[src/cfg_param_pkg.sv]
// Package: offsets, field layouts, reset values and codes of the adapter parameter bank
package cfg_param_pkg;

  // ==========================================================================
  // Register indices (parameter numbers); byte address is four times the index
  localparam logic [7:0] IDX_ADAPTER_TYPE   = 8'h01;
  localparam logic [7:0] IDX_PROFILE        = 8'h02;
  localparam logic [7:0] IDX_NODE_ADDR      = 8'h03;
  localparam logic [7:0] IDX_BAUD           = 8'h04;
  localparam logic [7:0] IDX_PARITY         = 8'h05;
  localparam logic [7:0] IDX_PROTOCOL       = 8'h19;
  localparam logic [7:0] IDX_CONTROL        = 8'h20;
  localparam logic [7:0] IDX_STATUS         = 8'h21;
  localparam logic [7:0] IDX_ACTIVE_PROFILE = 8'h22;
  localparam logic [7:0] IDX_ACTIVE_ADDR    = 8'h23;
  localparam logic [7:0] IDX_ACTIVE_BAUD    = 8'h24;
  localparam logic [7:0] IDX_ACTIVE_PARITY  = 8'h25;
  localparam logic [7:0] IDX_ACTIVE_PROTO   = 8'h26;

  localparam int ADDR_W = 10;
  localparam int DATA_W = 32;
  localparam int PAR_W  = 16;

  // ==========================================================================
  // Reset values and ranges
  localparam logic [15:0] ADAPTER_TYPE_NONE  = 16'h0000;
  // Detected-type code, arbitrary neutral value
  localparam logic [15:0] ADAPTER_TYPE_CODE  = 16'h00A5;
  localparam logic [15:0] PROFILE_RESET      = 16'h0000;
  localparam logic [15:0] PROFILE_MAX        = 16'h0003;
  localparam logic [15:0] NODE_ADDR_RESET    = 16'h0001;
  localparam logic [15:0] NODE_ADDR_MIN      = 16'h0001;
  localparam logic [15:0] NODE_ADDR_MAX      = 16'h00F7;
  localparam logic [15:0] BAUD_RESET         = 16'h0000;
  localparam logic [15:0] BAUD_MAX           = 16'h0004;
  localparam logic [15:0] PARITY_RESET       = 16'h0000;
  localparam logic [15:0] PARITY_MAX         = 16'h0003;
  localparam logic [15:0] PROTOCOL_RESET     = 16'h0000;

  // ==========================================================================
  // Control and status bit positions
  localparam int CTRL_REFRESH_BIT = 0;
  localparam int STAT_LINK_BIT    = 0;
  localparam int STAT_COPY_BIT    = 1;
  localparam int STAT_PEND_BIT    = 2;

  // Copy-to-drive walks indices 1..5 and the protocol word
  localparam int NUM_COPY = 6;

  // ==========================================================================
  // Codes
  typedef enum logic [1:0] {
    CLASSIC_DRIVE_PROFILE  = 2'd0,
    ENHANCED_DRIVE_PROFILE = 2'd1,
    TRANSP_16_PROFILE      = 2'd2,
    TRANSP_32_PROFILE      = 2'd3
  } profile_t;

  typedef enum logic [2:0] {
    BAUD_9K6   = 3'd0,
    BAUD_19K2  = 3'd1,
    BAUD_38K4  = 3'd2,
    BAUD_57K6  = 3'd3,
    BAUD_115K2 = 3'd4
  } baud_t;

  typedef enum logic [1:0] {
    FMT_8N1 = 2'd0,
    FMT_8N2 = 2'd1,
    FMT_8E1 = 2'd2,
    FMT_8O1 = 2'd3
  } parity_t;

  typedef enum logic [2:0] {
    ST_WAIT_LINK = 3'b001,
    ST_COPY      = 3'b010,
    ST_RUN       = 3'b100
  } copy_state_t;

  // Active link settings as one carrier
  typedef struct packed {
    profile_t    profile;
    logic [7:0]  node_addr;
    baud_t       baud;
    parity_t     parity;
    logic [15:0] protocol;
  } link_cfg_t;

  // Frame format decoded from the parity code
  typedef struct packed {
    logic parity_en;
    logic parity_odd;
    logic two_stop;
  } frame_fmt_t;

  // Word pushed to the drive during the copy
  typedef struct packed {
    logic [7:0]  index;
    logic [15:0] value;
  } copy_word_t;

endpackage

[src/cfg_param_store.sv]
// Small parameter memory: the copy of the settings held for the drive, registered read
`timescale 1ns/1ps
`default_nettype none
module cfg_param_store
  import cfg_param_pkg::*;
(
  input  wire logic             mclk_in,   // Clock
  input  wire logic             resetn_in, // Async reset, active low
  input  wire logic             wr_en_in,  // Write enable
  input  wire logic [2:0]       wr_addr_in,// Write slot
  input  wire logic [PAR_W-1:0] wr_data_in,// Write value
  input  wire logic [2:0]       rd_addr_in,// Read slot
  output logic      [PAR_W-1:0] rd_data_out// Registered read value
);

  logic [PAR_W-1:0] mem_reg [NUM_COPY];

  always_ff @(posedge mclk_in) begin
    if (wr_en_in && (wr_addr_in < 3'(NUM_COPY))) begin
      mem_reg[wr_addr_in] <= wr_data_in;
    end
  end

  always_ff @(posedge mclk_in or negedge resetn_in) begin
    if (!resetn_in) begin
      rd_data_out <= 16'h0000;
    end else if (rd_addr_in < 3'(NUM_COPY)) begin
      rd_data_out <= mem_reg[rd_addr_in];
    end else begin
      rd_data_out <= 16'h0000;
    end
  end

endmodule
`default_nettype wire

[src/serial_adapter_config_params.sv]
// Configuration parameter bank of a serial fieldbus adapter with apply-on-refresh
`timescale 1ns/1ps
`default_nettype none
module serial_adapter_config_params
  import cfg_param_pkg::*;
(
  input  wire logic              mclk_in,         // 10 MHz clock
  input  wire logic              resetn_in,       // Async reset, active low
  input  wire logic [ADDR_W-1:0] addr_in,         // Byte address
  input  wire logic [DATA_W-1:0] wdata_in,        // Write data
  input  wire logic              wr_in,           // Write strobe
  input  wire logic              rd_in,           // Read strobe
  output logic      [DATA_W-1:0] rdata_out,       // Read data, cycle after strobe
  input  wire logic              link_up_in,      // Drive link established (pin)
  output logic                   copy_valid_out,  // Copy word strobe to drive
  output var copy_word_t         copy_word_out,   // Index and value copied
  output var link_cfg_t          active_cfg_out,  // Settings in force
  output var frame_fmt_t         frame_fmt_out    // Decoded frame format
);

  // ==========================================================================
  // Decode helpers
  function automatic logic hit(input logic [ADDR_W-1:0] a, input logic [7:0] idx);
    return a == {idx, 2'b00};
  endfunction

  function automatic frame_fmt_t fmt_of(input parity_t p);
    frame_fmt_t f;
    f = '{parity_en: 1'b0, parity_odd: 1'b0, two_stop: 1'b0};
    case (p)
      FMT_8N2: f.two_stop   = 1'b1;
      FMT_8E1: f.parity_en  = 1'b1;
      FMT_8O1: begin
        f.parity_en  = 1'b1;
        f.parity_odd = 1'b1;
      end
      default: f = f;
    endcase
    return f;
  endfunction

  // ==========================================================================
  // Link-up synchroniser; only the second stage is used
  logic link_meta_reg;
  logic link_sync_reg;

  always_ff @(posedge mclk_in or negedge resetn_in) begin
    if (!resetn_in) begin
      link_meta_reg <= 1'b0;
      link_sync_reg <= 1'b0;
    end else begin
      link_meta_reg <= link_up_in;
      link_sync_reg <= link_meta_reg;
    end
  end

  // ==========================================================================
  // Pending (written) parameters
  logic [15:0] profile_reg;
  logic [15:0] node_addr_reg;
  logic [15:0] baud_reg;
  logic [15:0] parity_reg;
  logic [15:0] protocol_reg;
  logic        pending_reg;
  logic [15:0] wval;

  assign wval = wdata_in[15:0];

  always_ff @(posedge mclk_in or negedge resetn_in) begin
    if (!resetn_in) begin
      profile_reg   <= PROFILE_RESET;
      node_addr_reg <= NODE_ADDR_RESET;
      baud_reg      <= BAUD_RESET;
      parity_reg    <= PARITY_RESET;
      protocol_reg  <= PROTOCOL_RESET;
    end else if (wr_in) begin
      // Out-of-range codes are dropped so a bad write cannot wedge the link
      if (hit(addr_in, IDX_PROFILE) && wval <= PROFILE_MAX) begin
        profile_reg <= wval;
      end
      if (hit(addr_in, IDX_NODE_ADDR) && wval >= NODE_ADDR_MIN && wval <= NODE_ADDR_MAX) begin
        node_addr_reg <= wval;
      end
      if (hit(addr_in, IDX_BAUD) && wval <= BAUD_MAX) begin
        baud_reg <= wval;
      end
      if (hit(addr_in, IDX_PARITY) && wval <= PARITY_MAX) begin
        parity_reg <= wval;
      end
      if (hit(addr_in, IDX_PROTOCOL)) begin
        protocol_reg <= wval;
      end
    end
  end

  logic any_cfg_wr;
  logic refresh_wr;

  assign any_cfg_wr = wr_in && (hit(addr_in, IDX_PROFILE) || hit(addr_in, IDX_NODE_ADDR) ||
                      hit(addr_in, IDX_BAUD) || hit(addr_in, IDX_PARITY) ||
                      hit(addr_in, IDX_PROTOCOL));
  assign refresh_wr = wr_in && hit(addr_in, IDX_CONTROL) && wdata_in[CTRL_REFRESH_BIT];

  // ==========================================================================
  // Apply: active settings change only on refresh (reset gives the defaults)
  logic apply_reg;

  always_ff @(posedge mclk_in or negedge resetn_in) begin
    if (!resetn_in) begin
      apply_reg <= 1'b0;
    end else begin
      apply_reg <= refresh_wr;
    end
  end

  always_ff @(posedge mclk_in or negedge resetn_in) begin
    if (!resetn_in) begin
      active_cfg_out <= '{profile: CLASSIC_DRIVE_PROFILE, node_addr: NODE_ADDR_RESET[7:0],
                          baud: BAUD_9K6, parity: FMT_8N1, protocol: PROTOCOL_RESET};
      frame_fmt_out  <= '{parity_en: 1'b0, parity_odd: 1'b0, two_stop: 1'b0};
    end else if (apply_reg) begin
      active_cfg_out.profile   <= profile_t'(profile_reg[1:0]);
      active_cfg_out.node_addr <= node_addr_reg[7:0];
      active_cfg_out.baud      <= baud_t'(baud_reg[2:0]);
      active_cfg_out.parity    <= parity_t'(parity_reg[1:0]);
      active_cfg_out.protocol  <= protocol_reg;
      frame_fmt_out            <= fmt_of(parity_t'(parity_reg[1:0]));
    end
  end

  // Pending flag: a new write wins over the apply that would clear it
  always_ff @(posedge mclk_in or negedge resetn_in) begin
    if (!resetn_in) begin
      pending_reg <= 1'b0;
    end else if (any_cfg_wr) begin
      pending_reg <= 1'b1;
    end else if (apply_reg) begin
      pending_reg <= 1'b0;
    end
  end

  // ==========================================================================
  // Copy to drive after link-up
  copy_state_t state_reg;
  logic [2:0]  copy_cnt_reg;
  logic        copy_rd_reg;
  logic [2:0]  copy_slot_reg;
  logic [2:0]  store_waddr;
  logic [15:0] store_wdata;
  logic [15:0] store_rdata;

  always_ff @(posedge mclk_in or negedge resetn_in) begin
    if (!resetn_in) begin
      state_reg    <= ST_WAIT_LINK;
      copy_cnt_reg <= 3'd0;
    end else begin
      case (state_reg)
        ST_WAIT_LINK: begin
          copy_cnt_reg <= 3'd0;
          if (link_sync_reg) begin
            state_reg <= ST_COPY;
          end
        end
        ST_COPY: begin
          if (copy_cnt_reg == 3'(NUM_COPY - 1)) begin
            state_reg <= ST_RUN;
          end
          copy_cnt_reg <= copy_cnt_reg + 3'd1;
        end
        ST_RUN: begin
          if (!link_sync_reg) begin
            state_reg <= ST_WAIT_LINK;
          end
        end
        default: state_reg <= ST_WAIT_LINK;
      endcase
    end
  end

  // Store mirrors the type code and the five written parameters; it is refreshed continuously round-robin
  logic [2:0] mirror_reg;

  always_ff @(posedge mclk_in or negedge resetn_in) begin
    if (!resetn_in) begin
      mirror_reg <= 3'd0;
    end else begin
      mirror_reg <= (mirror_reg == 3'(NUM_COPY - 1)) ? 3'd0 : mirror_reg + 3'd1;
    end
  end

  always_comb begin
    store_waddr = mirror_reg;
    case (mirror_reg)
      3'd0:    store_wdata = ADAPTER_TYPE_CODE;
      3'd1:    store_wdata = profile_reg;
      3'd2:    store_wdata = node_addr_reg;
      3'd3:    store_wdata = baud_reg;
      3'd4:    store_wdata = parity_reg;
      default: store_wdata = protocol_reg;
    endcase
  end

  cfg_param_store cfg_param_store_i (
    .mclk_in     (mclk_in),
    .resetn_in   (resetn_in),
    .wr_en_in    (1'b1),
    .wr_addr_in  (store_waddr),
    .wr_data_in  (store_wdata),
    .rd_addr_in  (copy_cnt_reg),
    .rd_data_out (store_rdata)
  );

  always_ff @(posedge mclk_in or negedge resetn_in) begin
    if (!resetn_in) begin
      copy_rd_reg   <= 1'b0;
      copy_slot_reg <= 3'd0;
    end else begin
      copy_rd_reg   <= (state_reg == ST_COPY);
      copy_slot_reg <= copy_cnt_reg;
    end
  end

  always_ff @(posedge mclk_in or negedge resetn_in) begin
    if (!resetn_in) begin
      copy_valid_out <= 1'b0;
      copy_word_out  <= '{index: 8'h00, value: 16'h0000};
    end else begin
      copy_valid_out <= copy_rd_reg;
      copy_word_out.index <= (copy_slot_reg == 3'(NUM_COPY - 1)) ? IDX_PROTOCOL
                                                                : 8'(copy_slot_reg) + 8'h01;
      copy_word_out.value <= store_rdata;
    end
  end

  // ==========================================================================
  // Read path; type shows zero until link is up, writes never reach it
  logic [15:0] type_val;

  assign type_val = link_sync_reg ? ADAPTER_TYPE_CODE : ADAPTER_TYPE_NONE;

  always_ff @(posedge mclk_in or negedge resetn_in) begin
    if (!resetn_in) begin
      rdata_out <= 32'h0000_0000;
    end else if (rd_in) begin
      case (1'b1)
        hit(addr_in, IDX_ADAPTER_TYPE):   rdata_out <= {16'h0000, type_val};
        hit(addr_in, IDX_PROFILE):        rdata_out <= {16'h0000, profile_reg};
        hit(addr_in, IDX_NODE_ADDR):      rdata_out <= {16'h0000, node_addr_reg};
        hit(addr_in, IDX_BAUD):           rdata_out <= {16'h0000, baud_reg};
        hit(addr_in, IDX_PARITY):         rdata_out <= {16'h0000, parity_reg};
        hit(addr_in, IDX_PROTOCOL):       rdata_out <= {16'h0000, protocol_reg};
        hit(addr_in, IDX_STATUS): begin
          rdata_out <= 32'h0000_0000;
          rdata_out[STAT_LINK_BIT] <= link_sync_reg;
          rdata_out[STAT_COPY_BIT] <= (state_reg == ST_RUN);
          rdata_out[STAT_PEND_BIT] <= pending_reg;
        end
        hit(addr_in, IDX_ACTIVE_PROFILE): rdata_out <= {30'h0, active_cfg_out.profile};
        hit(addr_in, IDX_ACTIVE_ADDR):    rdata_out <= {24'h0, active_cfg_out.node_addr};
        hit(addr_in, IDX_ACTIVE_BAUD):    rdata_out <= {29'h0, active_cfg_out.baud};
        hit(addr_in, IDX_ACTIVE_PARITY):  rdata_out <= {30'h0, active_cfg_out.parity};
        hit(addr_in, IDX_ACTIVE_PROTO):   rdata_out <= {16'h0000, active_cfg_out.protocol};
        default:                          rdata_out <= 32'h0000_0000;
      endcase
    end else begin
      rdata_out <= 32'h0000_0000;
    end
  end

  // ==========================================================================
  // Checks
  property p_type_zero;
    @(posedge mclk_in) disable iff (!resetn_in)
    rd_in && hit(addr_in, IDX_ADAPTER_TYPE) && !link_sync_reg |=> rdata_out == 32'h0000_0000;
  endproperty
  a_type_zero: assert property (p_type_zero) else $error("type nonzero without link");

  property p_type_ro;
    @(posedge mclk_in) disable iff (!resetn_in)
    rd_in && hit(addr_in, IDX_ADAPTER_TYPE) && link_sync_reg |=>
      rdata_out[15:0] == ADAPTER_TYPE_CODE;
  endproperty
  a_type_ro: assert property (p_type_ro) else $error("type register altered");

  property p_profile_range;
    @(posedge mclk_in) disable iff (!resetn_in)
    profile_reg <= PROFILE_MAX;
  endproperty
  a_profile_range: assert property (p_profile_range) else $error("profile out of range");

  property p_proto_sep;
    @(posedge mclk_in) disable iff (!resetn_in)
    wr_in && hit(addr_in, IDX_PROTOCOL) |=> $stable(profile_reg) && protocol_reg == $past(wval);
  endproperty
  a_proto_sep: assert property (p_proto_sep) else $error("protocol write wrong");

  property p_addr_range;
    @(posedge mclk_in) disable iff (!resetn_in)
    node_addr_reg >= NODE_ADDR_MIN && node_addr_reg <= NODE_ADDR_MAX;
  endproperty
  a_addr_range: assert property (p_addr_range) else $error("address out of range");

  property p_baud_range;
    @(posedge mclk_in) disable iff (!resetn_in)
    baud_reg <= BAUD_MAX;
  endproperty
  a_baud_range: assert property (p_baud_range) else $error("baud out of range");

  property p_copy_burst;
    @(posedge mclk_in) disable iff (!resetn_in)
    $rose(state_reg == ST_COPY) |-> ##2 copy_valid_out [*6] ##1 !copy_valid_out;
  endproperty
  a_copy_burst: assert property (p_copy_burst) else $error("copy burst wrong length");

  property p_no_early_apply;
    @(posedge mclk_in) disable iff (!resetn_in)
    !apply_reg |=> $stable(active_cfg_out);
  endproperty
  a_no_early_apply: assert property (p_no_early_apply) else $error("settings changed early");

  property p_apply;
    @(posedge mclk_in) disable iff (!resetn_in)
    refresh_wr ##1 !wr_in |=> active_cfg_out.node_addr == node_addr_reg[7:0];
  endproperty
  a_apply: assert property (p_apply) else $error("refresh not applied");

  property p_parity_fmt;
    @(posedge mclk_in) disable iff (!resetn_in)
    frame_fmt_out.parity_en == active_cfg_out.parity[1] &&
    frame_fmt_out.two_stop == (active_cfg_out.parity == FMT_8N2);
  endproperty
  a_parity_fmt: assert property (p_parity_fmt) else $error("frame format mismatch");

endmodule
`default_nettype wire

[config.mk]
export PLATFORM = sky130hd
export DESIGN_NAME = serial_adapter_config_params
export DESIGN_NICKNAME = d
export VERILOG_FILES = /design/src/cfg_param_pkg.sv /design/src/cfg_param_store.sv /design/src/serial_adapter_config_params.sv
export SDC_FILE = /design/constraint.sdc
export NUM_CORES = 1
export LEC_CHECK = 0
export BUFFER_PORTS_ARGS = -buffer_cell sky130_fd_sc_hd__buf_2
export CAP_MARGIN = 5
export CORE_AREA = 2 2 189 191
export DETAILED_ROUTE_END_ITERATION = 8
export DIE_AREA = 0 0 191 193
export GPL_TIMING_DRIVEN = 0
export HOLD_SLACK_MARGIN = 0.05
export SLEW_MARGIN = 10
export SYNTH_ARGS = -nofsm -noshare
export SYNTH_HDL_FRONTEND = slang
export SYNTH_HIERARCHICAL = 1
export SYNTH_SLANG_ARGS = --single-unit
[constraint.sdc]
create_clock -name mclk_in -period 2.8 [get_ports mclk_in]
set_input_delay 0.14 -clock mclk_in [delete_from_list [all_inputs] [get_ports mclk_in]]
set_output_delay 0.14 -clock mclk_in [all_outputs]
set_load 0.01 [all_outputs]
Word-level counts from Yosys, hierarchy flattened
Memories as Yosys holds them, arrays and structs flattened.
Cells that the tools add are included.
{"block": "totals", "output_inout_bits": 91, "memories": 1, "ff_bits": 201, "ramBits": 96, "inputBits": 47, "wordCells": 118}
{"memory": "cfg_param_store_i.mem_reg", "depth": 6, "word_bits": 16, "read_ports": 1, "rd_clocked_by_memory_dff": 0, "write_ports": 1, "line_no": "cfg_param_store.sv:16", "text": "logic [PAR_W-1:0] mem_reg [NUM_COPY];"}
{"block": "op_classes", "n_mux": 30, "addsub": 3, "n_lt_le_gt_ge": 6, "n_reduce_logical": 22, "eq_ne": 29}
{"cell": "$mux W16", "count": 13}
{"cell": "$pmux W16 S5", "count": 1}
{"cell": "$eq A10 B8 Y1 const B", "count": 7}
{"cell": "$mux W32", "count": 1}
{"cell": "$eq A10 B4 Y1 const B", "count": 2}
{"cell": "$eq A10 B5 Y1 const B", "count": 2}
{"cell": "$ge A16 B1 Y1 const B", "count": 1}
{"cell": "$le A16 B2 Y1 const B", "count": 1}
{"cell": "$le A16 B3 Y1 const B", "count": 1}
{"cell": "$le A16 B8 Y1 const B", "count": 1}
{"cell": "$eq A3 B3 Y1 const B", "count": 5}
{"cell": "$mux W3", "count": 4}
{"cell": "$eq A10 B3 Y1 const B", "count": 1}
{"cell": "$eq A10 B7 Y1 const B", "count": 1}
{"cell": "$reduce_and A2 Y1", "count": 5}
{"cell": "$eq A3 B2 Y1 const B", "count": 3}
{"cell": "$pmux W3 S3", "count": 1}
{"cell": "$logic_and A1 B1 Y1", "count": 8}
{"cell": "$mux W8", "count": 1}
{"cell": "$mux W1", "count": 7}
{"cell": "$add A3 B1 Y3 const B", "count": 2}
{"cell": "$eq A3 B1 Y1 const B", "count": 2}
{"cell": "$lt A3 B3 Y1 const B", "count": 2}
{"cell": "$ne A2 B2 Y1 const B", "count": 3}
{"cell": "10 further kinds", "count": 15}

Longest topological paths before layout
{"block": "depth", "depth_word": 14, "depth_mapped": 9, "depth_no_buf": 6}

Modules after synthesis
The synthesis kept the hierarchy.
{"mod": "serial_adapter_config_params", "seq_area_each_um2": 4232.8, "cells_each": 686, "area_each_um2": 7830.0, "instances": 1}
{"mod": "cfg_param_store", "seq_area_each_um2": 3283.1, "cells_each": 215, "area_each_um2": 4182.8, "instances": 1}

Worst setup path before layout
Ideal clock, no wire load.
{"block": "synth_timing", "path_type": "flip-flop to flip-flop", "start": "register mirror_reg[1]", "end": "memory cfg_param_store_i.mem_reg[4][0] (enable)", "t_arrival_ps": 1881, "setup_time_ps": 413, "required_time_ps": 2387, "path_buffers": 0, "path_slack_ps": 506, "stages_incl_launch_ff": 3, "period_less_slack_ps": 2294, "cell_sequence": "dfrtp_1 -> nand2b_1 -> nor3b_1"}
{"block": "synth_between", "elab_chain_cells": 3}
{"element": "start, declared", "line_no": "serial_adapter_config_params.sv:181", "text": "logic [2:0] mirror_reg;"}
{"element": "start signal, assigned", "line_no": "serial_adapter_config_params.sv:187", "text": "mirror_reg <= (mirror_reg == 3'(NUM_COPY - 1)) ? 3'd0 : mirror_reg + 3'd1;"}
{"element": "$lt A3 B3 Y1", "line_no": "cfg_param_store.sv:19", "text": "if (wr_en_in && (wr_addr_in < 3'(NUM_COPY))) begin"}
{"element": "$mux W1", "line_no": "cfg_param_store.sv:19"}
{"element": "$mux W1 (implied by the code)", "line_no": "cfg_param_store.sv:20", "text": "mem_reg[wr_addr_in] <= wr_data_in;"}
{"element": "end, declared", "line_no": "cfg_param_store.sv:16"}
Several ways; a longest one is shown, not always the timed one.

Worst setup path after layout
{"block": "layout_timing", "start": "input wdata_in[9]", "end": "register baud_reg[2]"}
{"block": "layout_between", "elab_chain_cells": 3}
{"element": "start, declared", "line_no": "serial_adapter_config_params.sv:10", "text": "input wire logic [DATA_W-1:0] wdata_in,"}
{"element": "$le A16 B3 Y1", "line_no": "serial_adapter_config_params.sv:84", "text": "if (hit(addr_in, IDX_BAUD) && wval <= BAUD_MAX) begin"}
{"element": "$logic_and A1 B1 Y1", "line_no": "serial_adapter_config_params.sv:84"}
{"element": "$reduce_and A2 Y1 (no source line)"}
{"element": "end signal, assigned", "line_no": "serial_adapter_config_params.sv:85", "text": "baud_reg <= wval;"}
{"element": "end, declared", "line_no": "serial_adapter_config_params.sv:61", "text": "logic [15:0] baud_reg;"}
Every way passes these cells.
A chain may end at the register's enable or synchronous reset.

==> reports/qor.txt <==
Setup-failing EPs final - 0
Min setup slack post-route - 0.0961 ns
Syn avg cell area - 13.3 um2
#FFs+latches synth - 281
DR iter-0 viols - 878
Top cell type's share of synthesized area - 0.379
CTS Buf Count - 30
Setup tns final - 0 ns
# DRC - 0
CTS Buffer Depth - 3
Tot GR Track Use - 0.178
Max_slew headroom - 0.129
Hpwl dp - 22400 um
Max frequency - 370 MHz
Register area share after synthesis - 0.626
Layout cells sized above 1 - 0.268
Fin area - 0.0146 mm2
R2R depth - 7
Worst-margin pin slew - 1.30 ns
Worst hold path startpoint - addr_in[0]
Leak - 6.12 nW
Slew Viols, Final - 0
First-pass detailed-route iteration total - 8
Worst r2r dst - cfg_param_store_i/mem_reg[4][10]
Cells after synthesis - 901
Routed WL per cell - 20.8 um
Number of buffers added on ports - 99
Synthesized area - 0.0120 mm2
CP Buf/Inv Count - 3
CTS tree - done
Initial antenna violation count - 0
Critical-path top delay cell - nor4b_2
Worst EP arrival - 3.18 ns
IO Pins - 138
Worst min-delay path category - primary input to register
Nets - 1128
CTS clk-pin slew, worst paths - 0.06 ns
Worst Path Max Fanout - 10
Fin Hold WS - 0.166 ns
Kind of end point of the critical path - register
Routability cong. - 0.928
Area growth from synthesis to layout - 21.4%
CP Cell Sequence - dlygate4sd3_1 > buf_2 > nor2_1 > nand4b_1 > nor4b_2 > clkbuf_2 > nor2_1 > a21oi_1
Most area-consuming cells after synthesis - dfrtp_1 38%, edfxtp_1 24%, mux2_2 5.5%, mux2i_1 4.2%, a21oi_1 1.6%
Fin. Hold Viols - 0
Worst r2r src - mirror_reg[1]
Max-cap violations - 0
Sink Count - 281
Grt total ovfl - 0
Largest net degree at the start of global routing - 102
Routed WL - 32500 um
PD cells - 650 mW/mm2
Worst Hold End - baud_reg[6]
Post-Place Setup Slack - -0.705 ns
Hold path cells - 5
Commonest non-fill, non-tap cell in the layout - dfrtp_1
Max reg flops - 96
Number of global-route vias before repair - 8261
Commonest cells after routing, fill and taps aside - 181 x dfrtp_1, 108 x buf_2, 96 x edfxtp_1, 59 x mux2_2, 51 x mux2i_1
DRT antenna net count - 0
RSZ-0062 raised after global routing - true
Die area - 0.0369 mm2
Vias - 8212
Crit-path leading delay family - simple AND/OR/NAND/NOR gates
Worst-skew pair later-pin latency - 0.56 ns
Worst endpoint required time - 3.28 ns
# rows - 69
Core Box Area - 0.0350 mm2
Initial core utilization - 0.344
Worst Skew - 0.0165 ns
Die Wd - 191 um
H-tree Lvls - 1
Drt via density - 5.25
Post-synth EDFFs - 96
Clock root buffer - clkbuf_16
Area after DPL - 0.0133 mm2
Asr flop ratio synth - 0.658
Floorplan die height - 193 um
CP peak stage delay - 1.13 ns
Crit path time final - 2.70 ns
Worst setup SP type - primary input
Worst setup path class - primary input to register
Fraction of the cycle the final worst path needs - 0.966
Status - finished clean
Synth Warn # - 6
Ant diodes - 0
Peak supply drop - 0.000446 V
Setup slack, reg-to-reg - 0.11 ns
Cell accounting for the most synthesized area - dfrtp_1
Distinct cells, synth - 71
First-pass GRT wire length - 50300 um
Most Frequent Cell on Critical Path - nor2_1
Post-CTS Setup Inserts - 0
Final core utilization - 0.417
Top FF cell, synth - dfrtp_1
## how the worst max path moves through the flow
stage | from | to | slack (ns) | cells past startpoint
floorplan | mirror_reg[1] | cfg_param_store_i/mem_reg[4][0] | 0.51 | 2
global placement | resetn_in | rdata_out[11] | -1.51 | 1
detailed placement | mirror_reg[1] | cfg_param_store_i/mem_reg[5][15] | -0.70 | 8
CTS | mirror_reg[1] | cfg_param_store_i/mem_reg[1][15] | 0.04 | 8
global route | mirror_reg[1] | cfg_param_store_i/mem_reg[4][1] | -0.01 | 7
finish | wdata_in[9] | baud_reg[2] | 0.1 | 8
## synth_stat cells, types with 21 or more instances
cell type / number
a21oi_1: 39
buf_4: 21
and2_1: 29
clkbuf_1: 28
mux2_2: 59
mux2i_1: 51
edfxtp_1: 96
nand2_1: 27
nor2_1: 42
o21ai_0: 28
nor2b_1: 26
dfrtp_1: 182
## area by class of cell
cell class	instances	area, um2
Multi-Input combinational cell	553	4160
Sequential cell	281	7520
Clock inverter	20	249
Clock buffer	36	783
Timing Repair Buffer	126	796
Fill cell	3286	20400
Inverter	15	56.3
Buffer	71	443
Tap cell	461	577
## metrics by stage
step	total power (W)	std cells
after CTS	0.00958	1563
after global placement	0.00543	1481
after floorplan	0.00511	921
after global routing	0.00987	1563
final	0.00948	1563
after detailed placement	0.00545	1487
## per-layer routing
metal  routed length, um  global-route usage
met5                   0                   0
met1               14200               0.244
met3                2010              0.0241
met4                 921              0.0572
met2               15400               0.294
## worst register-to-register path, delay by kind of cell, from the launching register on
| family | cells | cell delay, ns |
|---|---|---|
| flip-flops | 1 | 0.48 |
| adder cells (fa/ha/maj) | 1 | 0.25 |
| AND/OR/NAND/NOR | 1 | 0.09 |
| buffers and inverters | 3 | 0.91 |
| AO/OA/AOI/OAI | 2 | 0.73 |
## where the power goes
part / total (W) / leakage, nW / internal [W] / switching [W]
sequential: 0.00450 / 3.30 / 0.00441 / 0.0000819
combinational: 0.000888 / 2.32 / 0.000380 / 0.000508
clock: 0.00410 / 0.499 / 0.00240 / 0.00170
## what timing repair did
action	4_1_cts	5_1_grt
hold buffers	21	0
resized for setup	15	6
endpoints found under the hold margin	120	0
endpoints found under the setup margin	96	96
## kinds of logic (layout without fill, tap and decap cells)
| group | Yosys count | in the layout | synth area share |
|---|---|---|---|
| adders and majority gates | 3 | 3 | 0.00313 |
| other | 2 | 22 | 0.000625 |
| DFF | 281 | 281 | 0.626 |
| xor gates and xnor gates | 1 | 1 | 0.000729 |
| muxes | 112 | 112 | 0.0997 |
| AOI/OAI and AO/OA | 184 | 184 | 0.112 |
| buffers and inverters | 87 | 268 | 0.0415 |
| and+or+nand+nor | 231 | 231 | 0.117 |
Note: power is estimated with default switching activity, not from simulation.
